**config.mk**
```make
export PLATFORM = sky130hd
export DESIGN_NAME = rsi_reset_state_initializer
export DESIGN_NICKNAME = d
export VERILOG_FILES = /design/src/design/rsi_pkg.sv /design/src/design/rsi_sync.sv /design/src/design/rsi_reset_state_initializer.sv
export SDC_FILE = /design/constraint.sdc
export NUM_CORES = 1
export LEC_CHECK = 0
export BUFFER_PORTS_ARGS = -buffer_cell sky130_fd_sc_hd__buf_2
export CAP_MARGIN = 20
export CORE_MARGIN = 1
export CORE_UTILIZATION = 42
export CTS_CLUSTER_SIZE = 8
export DETAILED_ROUTE_END_ITERATION = 10
export PLACE_DENSITY = 0.76
export SLEW_MARGIN = 25
export SYNTH_ARGS = -nofsm -noshare
export SYNTH_HDL_FRONTEND = slang
export SYNTH_SLANG_ARGS = --single-unit
```
**constraint.sdc**
```tcl
create_clock -name ref_clk -period 1.2 [get_ports ref_clk]
set_input_delay 0.06 -clock ref_clk [delete_from_list [all_inputs] [get_ports ref_clk]]
set_output_delay 0.06 -clock ref_clk [all_outputs]
set_load 0.05 [all_outputs]
```
**src/design/rsi_pkg.sv**
```systemverilog
// rsi_pkg: constants shared by the reset state initializer
// assumes 8-bit register images and a 40 MHz system clock
package rsi_pkg;
   localparam int DATA_W = 8;
   localparam int PC_W = 13;
   localparam int SP_W = 3;
   localparam int CLK_MHZ = 40;
   // reset images of the reloaded registers
   localparam logic [7:0] PORT_DIR_RST = 8'hFF;
   localparam logic [7:0] PORT_DATA_RST = 8'hFF;
   localparam logic [7:0] PULLUP_RST = 8'h00;
   localparam logic [7:0] WDT_CTRL_RST = 8'h53;
   localparam logic [7:0] TMR_CTRL_RST = 8'h00;
   localparam logic [7:0] INT_CTRL_RST = 8'h00;
   localparam logic [PC_W-1:0] PC_RST = 13'h0000;
   localparam logic [SP_W-1:0] SP_RST = 3'h0;
   // status register field positions
   localparam int STAT_PDF_BIT = 4;
   localparam int STAT_TO_BIT = 5;
   // cycles the reset pulse to the core is held
   localparam int HOLD_CYC = 4;
   localparam logic [2:0] HOLD_CYC_W = 3'h4;
   typedef enum logic [2:0] {
      RSI_SRC_NONE = 3'b000,
      RSI_SRC_POR = 3'b001,
      RSI_SRC_PIN = 3'b010,
      RSI_SRC_WDT_RUN = 3'b011,
      RSI_SRC_WDT_HALT = 3'b100
   } rsi_src_e;
endpackage

```
**src/design/rsi_sync.sv**
```systemverilog
// rsi_sync: two-flop synchroniser for one asynchronous level
// assumes clk is the system clock and rst_n is already synchronised
`timescale 1ns/1ps
module rsi_sync (
   input wire logic clk,
   input wire logic rst_n,
   input wire logic async_in,
   output logic sync_out
);
   logic meta_q;
   logic meta_d;
   logic sync_q;
   logic sync_d;
   always_comb begin
      meta_d = async_in;
      sync_d = meta_q;
   end
   always_ff @(posedge clk or negedge rst_n) begin
      if (!rst_n) begin
         meta_q <= 1'b0;
         sync_q <= 1'b0;
      end else begin
         meta_q <= meta_d;
         sync_q <= sync_d;
      end
   end
   assign sync_out = sync_q;
endmodule

```
**src/design/rsi_reset_state_initializer.sv**
```systemverilog
// rsi_reset_state_initializer: applies reset-state policy per reset source
// assumes reset sources are asynchronous levels, active high, one at a time
`timescale 1ns/1ps
module rsi_reset_state_initializer (
   input wire logic ref_clk,
   input wire logic resetn,
   input wire logic por_req,
   input wire logic pin_reset,
   input wire logic low_voltage_reset,
   input wire logic watchdog_timeout,
   input wire logic cpu_halted,
   output logic core_reset,
   output logic timeout_flag,
   output logic power_down_flag,
   output logic reload_periph,
   output logic [rsi_pkg::PC_W-1:0] program_counter,
   output logic [rsi_pkg::SP_W-1:0] stack_pointer,
   output logic int_enable_clr,
   output logic [7:0] int_ctrl,
   output logic watchdog_timer_clr,
   output logic [7:0] watchdog_control_reg,
   output logic [7:0] timer_ctrl,
   output logic [7:0] port_dir,
   output logic [7:0] port_data,
   output logic [7:0] port_pullup,
   output logic keep_core_regs,
   output logic [2:0] last_source
);
   logic rst_meta_q;
   logic rst_n;
   logic por_s;
   logic pin_s;
   logic lvr_s;
   logic wdt_s;
   logic halt_s;
   logic hw_rst;
   logic hw_prev_q;
   logic hw_prev_d;
   logic [2:0] hold_q;
   logic [2:0] hold_d;
   logic to_q;
   logic to_d;
   logic pdf_q;
   logic pdf_d;
   logic reload_q;
   logic reload_d;
   logic [rsi_pkg::PC_W-1:0] pc_q;
   logic [rsi_pkg::PC_W-1:0] pc_d;
   logic [rsi_pkg::SP_W-1:0] sp_q;
   logic [rsi_pkg::SP_W-1:0] sp_d;
   logic intclr_q;
   logic intclr_d;
   logic wdtclr_q;
   logic wdtclr_d;
   logic keep_q;
   logic keep_d;
   logic [7:0] intc_q;
   logic [7:0] intc_d;
   logic [7:0] watchdog_control_reg_q;
   logic [7:0] watchdog_control_reg_d;
   logic [7:0] tmr_q;
   logic [7:0] tmr_d;
   logic [7:0] dir_q;
   logic [7:0] dir_d;
   logic [7:0] dat_q;
   logic [7:0] dat_d;
   logic [7:0] pu_q;
   logic [7:0] pu_d;
   rsi_pkg::rsi_src_e src_q;
   rsi_pkg::rsi_src_e src_d;
   rsi_pkg::rsi_src_e src_now;

   // reset release through two flops
   always_ff @(posedge ref_clk or negedge resetn) begin
      if (!resetn) begin
         rst_meta_q <= 1'b0;
         rst_n <= 1'b0;
      end else begin
         rst_meta_q <= 1'b1;
         rst_n <= rst_meta_q;
      end
   end

   rsi_sync u_sync_por (.clk(ref_clk), .rst_n(rst_n), .async_in(por_req),
      .sync_out(por_s));
   rsi_sync u_sync_pin (.clk(ref_clk), .rst_n(rst_n), .async_in(pin_reset),
      .sync_out(pin_s));
   rsi_sync u_sync_lvr (.clk(ref_clk), .rst_n(rst_n),
      .async_in(low_voltage_reset), .sync_out(lvr_s));
   rsi_sync u_sync_wdt (.clk(ref_clk), .rst_n(rst_n),
      .async_in(watchdog_timeout), .sync_out(wdt_s));
   rsi_sync u_sync_halt (.clk(ref_clk), .rst_n(rst_n), .async_in(cpu_halted),
      .sync_out(halt_s));

   // source priority: power-on, pin/low-voltage, watchdog
   always_comb begin
      if (por_s) begin
         src_now = rsi_pkg::RSI_SRC_POR;
      end else if (pin_s || lvr_s) begin
         src_now = rsi_pkg::RSI_SRC_PIN;
      end else if (wdt_s && halt_s) begin
         src_now = rsi_pkg::RSI_SRC_WDT_HALT;
      end else if (wdt_s) begin
         src_now = rsi_pkg::RSI_SRC_WDT_RUN;
      end else begin
         src_now = rsi_pkg::RSI_SRC_NONE;
      end
   end
   assign hw_rst = (src_now != rsi_pkg::RSI_SRC_NONE);

   always_comb begin
      hw_prev_d = hw_rst;
      hold_d = (hold_q != 3'h0) ? hold_q - 3'h1 : 3'h0;
      to_d = to_q;
      pdf_d = pdf_q;
      reload_d = 1'b0;
      pc_d = pc_q;
      sp_d = sp_q;
      intclr_d = 1'b0;
      wdtclr_d = 1'b0;
      keep_d = keep_q;
      intc_d = intc_q;
      watchdog_control_reg_d = watchdog_control_reg_q;
      tmr_d = tmr_q;
      dir_d = dir_q;
      dat_d = dat_q;
      pu_d = pu_q;
      src_d = src_q;
      if (hw_rst && !hw_prev_q) begin
         src_d = src_now;
         hold_d = rsi_pkg::HOLD_CYC_W;
         pc_d = rsi_pkg::PC_RST;
         sp_d = rsi_pkg::SP_RST;
         wdtclr_d = 1'b1;
         case (src_now)
            rsi_pkg::RSI_SRC_POR: begin
               to_d = 1'b0;
               pdf_d = 1'b0;
               keep_d = 1'b0;
            end
            rsi_pkg::RSI_SRC_PIN: begin
               keep_d = 1'b1;
            end
            rsi_pkg::RSI_SRC_WDT_RUN: begin
               to_d = 1'b1;
               keep_d = 1'b1;
            end
            rsi_pkg::RSI_SRC_WDT_HALT: begin
               to_d = 1'b1;
               pdf_d = 1'b1;
               keep_d = 1'b1;
            end
            default: begin
               keep_d = keep_q;
            end
         endcase
         if (src_now != rsi_pkg::RSI_SRC_WDT_HALT) begin
            reload_d = 1'b1;
            intclr_d = 1'b1;
            intc_d = rsi_pkg::INT_CTRL_RST;
            watchdog_control_reg_d = rsi_pkg::WDT_CTRL_RST;
            tmr_d = rsi_pkg::TMR_CTRL_RST;
            dir_d = rsi_pkg::PORT_DIR_RST;
            dat_d = rsi_pkg::PORT_DATA_RST;
            pu_d = rsi_pkg::PULLUP_RST;
         end
      end
   end

   always_ff @(posedge ref_clk or negedge rst_n) begin
      if (!rst_n) begin
         hw_prev_q <= 1'b0;
         hold_q <= rsi_pkg::HOLD_CYC_W;
         to_q <= 1'b0;
         pdf_q <= 1'b0;
         reload_q <= 1'b1;
         pc_q <= rsi_pkg::PC_RST;
         sp_q <= rsi_pkg::SP_RST;
         intclr_q <= 1'b1;
         wdtclr_q <= 1'b1;
         keep_q <= 1'b0;
         intc_q <= rsi_pkg::INT_CTRL_RST;
         watchdog_control_reg_q <= rsi_pkg::WDT_CTRL_RST;
         tmr_q <= rsi_pkg::TMR_CTRL_RST;
         dir_q <= rsi_pkg::PORT_DIR_RST;
         dat_q <= rsi_pkg::PORT_DATA_RST;
         pu_q <= rsi_pkg::PULLUP_RST;
         src_q <= rsi_pkg::RSI_SRC_POR;
      end else begin
         hw_prev_q <= hw_prev_d;
         hold_q <= hold_d;
         to_q <= to_d;
         pdf_q <= pdf_d;
         reload_q <= reload_d;
         pc_q <= pc_d;
         sp_q <= sp_d;
         intclr_q <= intclr_d;
         wdtclr_q <= wdtclr_d;
         keep_q <= keep_d;
         intc_q <= intc_d;
         watchdog_control_reg_q <= watchdog_control_reg_d;
         tmr_q <= tmr_d;
         dir_q <= dir_d;
         dat_q <= dat_d;
         pu_q <= pu_d;
         src_q <= src_d;
      end
   end

   assign core_reset = (hold_q != 3'h0) || hw_rst;
   assign timeout_flag = to_q;
   assign power_down_flag = pdf_q;
   assign reload_periph = reload_q;
   assign program_counter = pc_q;
   assign stack_pointer = sp_q;
   assign int_enable_clr = intclr_q;
   assign int_ctrl = intc_q;
   assign watchdog_timer_clr = wdtclr_q;
   assign watchdog_control_reg = watchdog_control_reg_q;
   assign timer_ctrl = tmr_q;
   assign port_dir = dir_q;
   assign port_data = dat_q;
   assign port_pullup = pu_q;
   assign keep_core_regs = keep_q;
   assign last_source = src_q;
endmodule

```
==> results of run 1 <==
[synthesized netlist by cell type, types with 2 or more instances]
cell type	instances	share of area
nor2_1	4	0.012
inv_2	2	0.0058
a31oi_1	2	0.0097
nand2_1	5	0.015
dfstp_2	4	0.082
conb_1	2	0.0058
o21a_1	2	0.012
a21oi_1	2	0.0078
dfrtp_1	20	0.39
o21ai_0	2	0.0078
buf_4	65	0.38
[power by group]
part / total [W] / switching, W / internal, W
logic: 0.000721 / 0.000628 / 0.0000931
clock network: 0.000563 / 0.000226 / 0.000337
registers: 0.000914 / 0.0000375 / 0.000876
[per-layer routing]
layer | up-vias | GRT usage | part of all wire
li1 | 324 | - | -
met1 | 315 | 0.1024 | 0.36
met2 | 46 | 0.1744 | 0.54
met3 | 0 | 0.04308 | 0.092
met4 | 0 | 0.02787 | 0
met5 | - | 0 | 0
[state kept, by name (all words and copies together), names as in the netlist]
register,count
u_sync_pin.sync_out,1
u_sync_halt.meta_q,1
u_sync_pin.meta_q,1
hold_q,3
hw_prev_q,1
u_sync_wdt.meta_q,1
rst_n,1
u_sync_lvr.meta_q,1
int_enable_clr,1
u_sync_wdt.sync_out,1
keep_core_regs,1
u_sync_por.sync_out,1
u_sync_halt.sync_out,1
rst_meta_q,1
power_down_flag,1
u_sync_lvr.sync_out,1
watchdog_timer_clr,1
last_source,3
timeout_flag,1
u_sync_por.meta_q,1
[logic make-up (layout without fill, tap and decap cells)]
logic type             after synthesis  after routing  share of synthesized area
AOI/OAI and AO/OA                   11             11                    0.05739
buffers and inverters               68             35                     0.3881
other                                2             65                   0.005839
DFF                                 24             24                     0.4708
and+or+nand+nor                     17             17                    0.07782
[area by class of cell]
cell class                 instances  area (µm²)
multi-input combinational         93       451.7
fill                             280        1459
sequential                        24       605.6
clock inverter                     1       30.03
timing repair buffer              28       205.2
tap                               31       38.79
inverter                           3       16.27
clock buffer                       3       22.52
[worst paths after layout]
| kind | startpoint | endpoint | slack, ps |
|---|---|---|---|
| max | u_sync_wdt.sync_out$_DFF_PN0_ | core_reset | -200 |
| min | resetn | rst_n$_DFF_PN0_ | 60 |
| max reg2reg | u_sync_wdt.sync_out$_DFF_PN0_ | hold_q[0]$_DFF_PN0_ | -30 |
| min reg2reg | rst_n$_DFF_PN0_ | u_sync_halt.sync_out$_DFF_PN0_ | 210 |
| max in group asynchronous | rst_n$_DFF_PN0_ | hold_q[2]$_DFF_PN1_ | 720 |
| min in group ref_clk | u_sync_halt.meta_q$_DFF_PN0_ | u_sync_halt.sync_out$_DFF_PN0_ | 360 |
[through the flow]
stage               setup slack, ps  area, µm²  TNS, ps  std cells    util
CTS                          -197.9       1323   -276.9        182  0.4675
finish                       -200.0       1370   -243.6        183  0.4843
global route                 -302.3       1370   -688.1        183  0.4843
detailed placement           -15.57       1176   -15.57        170  0.4157
global placement              51.23       1176        0        170  0.4157
floorplan                    -27.16       1523   -27.16        185       -
[worst reg2reg max path: cells and delay by family, from the launching register on]
family / cells / cell delay [ps]
buf+inv: 3 / 240
flops: 1 / 430
simple gates: 3 / 500
[cell usage in the layout (no fill, tap or decap), types with 2 or more instances in the layout]
cell type,count
a31oi_1,2
buf_2,11
buf_4,5
buf_6,2
clkbuf_4,7
conb_1,65
dfrtp_1,20
dfstp_2,4
dlygate4sd3_1,6
inv_4,2
nand2_1,5
nor2_1,3
nor3_2,2
o21a_1,2
o21ai_0,2
[what timing repair did]
item                       4_1_cts  5_1_grt
setup endpoints to repair        2       13
pin swaps                        2        3
buffers inserted                 2        2
hold endpoints to repair         7        0
hold buffers                     6        0
resized for setup                4       13
==> impl_metrics.json, run 1 <==
{
  "status": "complete, but fails checks",
  "violations": "design-rule violations, negative setup slack",
  "ys_ff_latch": 24,
  "critPathRequiredTime_ps": 1140,
  "crit_family": "simple AND/OR/NAND/NOR gates",
  "cts-root-buf": "clkbuf_4",
  "ant_nets": 0,
  "gp_congestion": 0.7390,
  "rows": 19,
  "portBuffers": 16,
  "layout-drive-gt1-share": 0.2632,
  "ys_warn_count": 0,
  "path_max_fanout": 2,
  "cp.depth": 3,
  "maxCapViolCount": 0,
  "slowest_stage": "dfrtp_1",
  "vias": 685,
  "drt-pass1-iter-count": 10,
  "synth_ff_type": "dfrtp_1",
  "clockBufferDepth": 2,
  "grt_use_total": 0.09724,
  "critPathKind": "reg -> out",
  "initial_core_util": 0.4547,
  "r2r_cells": 6,
  "nets": 160,
  "syn_to_final_growth_pct": 6.517,
  "path_clk_slew_ps": 120,
  "die_w_um": 57.34,
  "core_area_mm2": 0.002829,
  "setup_ws_ps": -200.0,
  "cts_sinks": 24,
  "arrival_ps": 1340,
  "die_y_um": 57.34,
  "finalCritPeriodShare": 1.167,
  "async_flop_share": 1.000,
  "yosysSeqAreaShare": 0.4708,
  "fmax_ghz": 0.7143,
  "cp_num_buf_inv": 1,
  "setup_viol": 3,
  "drt_iter0_drc": 15,
  "powerDensity_mw_per_mm2": 1604,
  "synth_edf_count": 0,
  "min_path_type": "in -> async",
  "clock_latency_ps": 300,
  "final_max_slew_viol_count": 0,
  "syn_inst": 122,
  "syn_avg_cell_area_um2": 10.54,
  "grt_max_degree": 23,
  "grt-ovfl-total": 0,
  "routed_wl_um": 1454,
  "cts_tree": "built",
  "power_w": 0.002198,
  "grt_pass1_vias": 582,
  "crit_chain": "nor4_4, nand3b_1, buf_6",
  "io_pins": 81,
  "post-dp-hpwl_um": 1064,
  "n_antenna_cell": 0,
  "fin_crit_ps": 1400,
  "synth_cell_type_count": 23,
  "skew_ps": 6.380,
  "p_leak_nw": 0.7277,
  "ir_worst_vdd_mv": 0.8118,
  "cts_buffers": 3,
  "cp_slowest_stage_delay_ps": 430,
  "dieArea_mm2": 0.003288,
  "syn_area_mm2": 0.001286,
  "htree_num_levels": 1,
  "antenna_found_initial": 0,
  "rsz0062_at_grt": "yes",
  "end_kind": "output pin",
  "drcViolationCount": 5,
  "grt_first_pass_wirelength_um": 2401,
  "holdWs_ps": 60.42,
  "via_per_inst": 3.743,
  "worstSetupStartpointType": "flip-flop",
  "wl_per_cell_um": 7.945,
  "hold_viol": 0
}
Note: power is estimated with default switching activity, not from simulation.
==> inputs of run 2 (changes only) <==
- CORE_UTILIZATION: 42 -> 44
- CTS_BUF_LIST: unset -> sky130_fd_sc_hd__clkbuf_8
- CTS_CLUSTER_DIAMETER: unset -> 60
- HOLD_SLACK_MARGIN: unset -> 0.15
- PLACE_DENSITY: 0.76 -> 0.79
==> run 2 against run 1 <==
Net effect:
- the flow finishes with violations (negative setup slack)
- critical path depth stayed put
- routed wire length is 5.7% higher
- first-iteration DRC count is 60% lower
- non-clock buffer count is 1 higher
- register-to-register slack worse by 30 ps
- critical endpoint unchanged
- highest routed layer unchanged
==> impl_metrics.json, run 2 (synthesis results as in run 1) <==
{
  "status": "complete, but fails checks",
  "violations": "negative setup slack",
  "layout-drive-gt1-share": 0.2680,
  "final_cells": 184,
  "grt_first_pass_wirelength_um": 2249,
  "critPathRequiredTime_ps": 1140,
  "htree_num_levels": 1,
  "initial_core_util": 0.4664,
  "finalCritPeriodShare": 1.131,
  "syn_to_final_growth_pct": 8.171,
  "p_leak_nw": 0.7363,
  "path_clk_slew_ps": 80,
  "setup_ws_ps": -157.4,
  "combPwrFrac": 0.311,
  "fin_crit_ps": 1357,
  "r2r_cells": 6,
  "gp_congestion": 0.7392,
  "grt_max_degree": 23,
  "powerDensity_mw_per_mm2": 1662,
  "nets": 161,
  "grt_util_met2": 0.1599,
  "p_clk_frac": 0.294,
  "cts_buffers": 3,
  "rr_endpoint": "int_enable_clr$_DFF_PN1_",
  "wl_per_cell_um": 8.353,
  "rows": 19,
  "cts_tree": "built",
  "p_sw_w": 0.0008998,
  "grt_use_met3": 0.03721,
  "vias": 696,
  "ant_nets": 0,
  "post-dp-hpwl_um": 1019,
  "grt_pass1_vias": 540,
  "mostFrequentLayoutCells": "conb_1, dfrtp_1, buf_2",
  "reg2reg_slack_ps": -60,
  "final_max_slew_viol_count": 0,
  "die_y_um": 56.07,
  "r2r-start": "u_sync_wdt.sync_out$_DFF_PN0_",
  "io_pins": 81,
  "fin_area_mm2": 0.001391,
  "drcViolationCount": 0,
  "fmax_ghz": 0.7367,
  "place_inst": 170,
  "arrival_ps": 1300,
  "core_area_mm2": 0.002758,
  "routed_wl_um": 1537,
  "drt-pass1-iter-count": 4,
  "p_int_w": 0.001412,
  "path_max_fanout": 2,
  "maxCapViolCount": 0,
  "place_area_mm2": 0.001176,
  "worstSetupStartpointType": "flip-flop",
  "grt_use_total": 0.09545,
  "cts-root-buf": "clkbuf_8",
  "min_path_type": "reg -> async",
  "antenna_found_initial": 0,
  "finish.utilization": 0.5045,
  "clock_latency_ps": 260,
  "via_per_inst": 3.783,
  "die_w_um": 56.07,
  "rsz0062_at_grt": "yes",
  "n_antenna_cell": 0,
  "setup_viol": 5,
  "final_common_cell": "conb_1",
  "dieArea_mm2": 0.003143,
  "cts_sinks": 24,
  "busiest_layer": "met2",
  "switching_share": 0.3892,
  "ir_worst_vdd_mv": 0.8943,
  "portBuffers": 16,
  "seqPwrFrac": 0.395,
  "clockBufferDepth": 2,
  "grt-ovfl-total": 0,
  "hold_viol": 0,
  "dp_slack_ps": 26.72,
  "skew_ps": 2.703,
  "met1_usage": 0.1014,
  "critPathKind": "reg -> out",
  "drt_iter0_drc": 6,
  "end_kind": "output pin"
}
## run 2: how the worst max path moves through the flow
| stage | start | to | slack, ps | depth (start not counted) |
|---|---|---|---|---|
| after global placement | u_sync_por.sync_out$_DFF_PN0_ | hold_q[0]$_DFF_PN0_ | 50 | 5 |
| after CTS | u_sync_wdt.sync_out$_DFF_PN0_ | core_reset | -160 | 3 |
| after floorplan | u_sync_por.sync_out$_DFF_PN0_ | core_reset | -30 | 2 |
| final | u_sync_wdt.sync_out$_DFF_PN0_ | core_reset | -160 | 3 |
| after detailed placement | u_sync_lvr.sync_out$_DFF_PN0_ | last_source[0]$_DFFE_PN1P_ | 30 | 3 |
| after global routing | u_sync_wdt.sync_out$_DFF_PN0_ | core_reset | -210 | 3 |
## run 2: final cells by class
cell class	count	area, µm²
Inverter	3	16.27
Clock buffer	3	41.29
Clock inverter	1	30.03
Sequential cell	24	605.6
Multi-Input combinational cell	93	454.2
Tap cell	31	38.79
Timing Repair Buffer	29	205.2
Fill cell	247	1366
## run 2: metal layers
layer | share of wire | up-vias
li1 | - | 327
met4 | 0 | 0
met2 | 0.58 | 40
met5 | 0 | -
met1 | 0.34 | 329
met3 | 0.076 | 0
## run 2: power groups by stage
| stage | Sequential [W] | Combinational [W] | Clock [W] |
|---|---|---|---|
| after floorplan | 0.00105 | 0.000651 | 0 |
| after global placement | 0.000923 | 0.000680 | 0 |
| after detailed placement | 0.000925 | 0.000683 | 0 |
| after CTS | 0.000912 | 0.000711 | 0.000707 |
| after global routing | 0.000921 | 0.000746 | 0.000738 |
| final | 0.000913 | 0.000719 | 0.000680 |
## run 2: repair_timing
item	in CTS	in global routing
setup endpoints to repair	5	10
hold buffers	7	0
endpoints found under the hold margin	7	0
pin swaps	2	1
buffers inserted	3	1
gates resized for setup	6	8
## run 2: metrics by stage
stage | TNS [ps] | power (W) | hold slack [ps]
finish | -329.3 | 0.002312 | 203.5
global route | -664.4 | 0.002405 | 243.8
CTS | -355.1 | 0.002330 | 218.5
detailed placement | 0 | 0.001608 | -151.7
global placement | 0 | 0.001603 | -154.2
floorplan | -27.16 | 0.001704 | -235.6
## run 2: worst max-delay path: stages, from the launching register on
cell	delay, ps
dfrtp_1	420
nor4_4	320
nand3b_1	130
buf_6	170
==> inputs of run 3 (changes only) <==
- PLACE_DENSITY: 0.79 -> 0.89
==> run 3 against run 2 <==
Net effect:
- the flow still finishes with violations (negative setup slack)
- critical path depth is the same
- sequential power is essentially flat
- final cell count grew 0.54%
- register-to-register slack is essentially flat
- flip-flop and latch count is the same
- routed wire length grew 2.1%
- combinational power grew 0.6%
- fmax shrank 0.27%
- largest cell class unchanged
- largest power group unchanged
==> impl_metrics.json, run 3 (synthesis results as in run 1) <==
{
  "cts_tree": "built",
  "core_area_mm2": 0.002758,
  "min_path_type": "reg -> async",
  "grt-ovfl-total": 0,
  "rsz0062_at_grt": "yes",
  "cts_sinks": 24,
  "place_inst": 170,
  "grt_pass1_vias": 602,
  "initial_core_util": 0.4664,
  "slowest_stage": "dfrtp_1",
  "via_per_inst": 3.762,
  "dieArea_mm2": 0.003143,
  "drcViolationCount": 0,
  "p_leak_nw": 0.7328,
  "path_clk_slew_ps": 80,
  "layout-drive-gt1-share": 0.2662,
  "setup_ws_ps": -161.1,
  "wl_per_cell_um": 8.481,
  "violations": "negative setup slack",
  "final_cells": 185,
  "vias": 696,
  "arrival_ps": 1300,
  "die_w_um": 56.07,
  "setup_viol": 7,
  "rows": 19,
  "gp_congestion": 0.7295,
  "drt_iter0_drc": 10,
  "antenna_found_initial": 0,
  "grt_first_pass_wirelength_um": 2490,
  "reg2reg_slack_ps": -70,
  "io_pins": 81,
  "routed_wl_um": 1569,
  "grt_max_degree": 23,
  "ir_worst_vdd_mv": 1.396,
  "clockBufferDepth": 2,
  "final_max_slew_viol_count": 0,
  "fmax_ghz": 0.7347,
  "finish.utilization": 0.5005,
  "status": "complete, but fails checks",
  "skew_ps": 5.241,
  "grt_use_total": 0.1032,
  "nFillCells": 267,
  "ant_nets": 0,
  "n_antenna_cell": 0,
  "hold_viol": 0,
  "final_common_cell": "conb_1",
  "critPathKind": "reg -> out",
  "cts-root-buf": "clkbuf_8",
  "crit_family": "simple AND/OR/NAND/NOR gates",
  "crit_chain": "nor4_4, nand3b_1, buf_6",
  "path_max_fanout": 2,
  "clock_latency_ps": 260,
  "drt-pass1-iter-count": 4,
  "portBuffers": 16,
  "cp_num_buf_inv": 1,
  "maxCapViolCount": 0,
  "powerDensity_mw_per_mm2": 1566,
  "post-dp-hpwl_um": 1101,
  "cp_slowest_stage_delay_ps": 410,
  "syn_to_final_growth_pct": 7.295,
  "fin_crit_ps": 1361,
  "mostFrequentLayoutCells": "conb_1, dfrtp_1, buf_2",
  "cts_buffers": 3,
  "worstSetupStartpointType": "flip-flop",
  "critPathRequiredTime_ps": 1140,
  "end_kind": "output pin",
  "die_y_um": 56.07,
  "finalCritPeriodShare": 1.134,
  "htree_num_levels": 1,
  "nets": 162
}
run 3: cell count changes in the layout (fill, tap and decap cells not counted), sizes merged:
cell    previous run  this run
bufinv             1         0
clkbuf             3         4
buf               22        23
run 3: final cells by class:
| class | count | area (µm²) | share of cell area |
|---|---|---|---|
| sequential | 24 | 605.6 | 0.4388 |
| multi-input combinational | 93 | 454.2 | 0.3291 |
| inverter | 3 | 13.76 | 0.009973 |
| tap | 31 | 38.79 | 0.02811 |
| clock buffer | 4 | 55.05 | 0.03989 |
| timing repair buffer | 30 | 212.7 | 0.1541 |
run 3: layer usage:
metal / vias to the layer above / routed length, µm / share of wire / GRT usage
met3: 0 / 149 / 0.095 / 0.04884
li1: 323 / - / - / -
met1: 323 / 530 / 0.34 / 0.1099
met5: - / 0 / 0 / 0
met2: 50 / 889 / 0.57 / 0.1888
met4: 0 / 0 / 0 / 0.01394
run 3: what timing repair did:
action / in CTS / in global routing
hold endpoints to repair: 7 / 0
buffers inserted: 4 / 0
setup endpoints to repair: 4 / 10
gates resized for setup: 6 / 7
hold buffers: 7 / 0
pin swaps: 2 / 0
run 3: worst reg2reg max path, delay by kind of cell (launching register included):
family	cells	cell delay, ps
flip-flops	1	410
buffers and inverters	3	250
AND/OR/NAND/NOR	3	550
run 3: power breakdown:
group	internal (W)	leakage [nW]	switching (W)
logic	0.0000934	0.423	0.000629
clock network	0.000292	0.0288	0.000233
registers	0.000876	0.281	0.0000363
run 3: path summary, 6_finish.rpt:
path,startpoint,to,depth (start not counted)
setup / recovery,u_sync_wdt.sync_out$_DFF_PN0_,core_reset,3
hold / removal,rst_n$_DFF_PN0_,u_sync_halt.sync_out$_DFF_PN0_,1
setup reg to reg,u_sync_wdt.sync_out$_DFF_PN0_,int_enable_clr$_DFF_PN1_,6
hold reg to reg,rst_n$_DFF_PN0_,u_sync_halt.sync_out$_DFF_PN0_,1
max in group asynchronous,resetn,rst_n$_DFF_PN0_,3
min in group ref_clk,u_sync_pin.meta_q$_DFF_PN0_,u_sync_pin.sync_out$_DFF_PN0_,0
run 3: per-stage QoR:
stage	TNS, ps	worst slack [ps]	power [W]	hold slack [ps]	cell area (µm²)
2_1_floorplan	-27.16	-27.16	0.001704	-235.6	1523
3_3_place_gp	0	53.09	0.001600	-153.9	1176
3_5_place_dp	-60.67	-28.07	0.001609	-154.3	1176
4_1_cts	-306.4	-162.5	0.002167	215.0	1355
5_1_grt	-813.0	-218.5	0.002256	244.7	1380
6_report	-357.2	-161.1	0.002161	198.1	1380
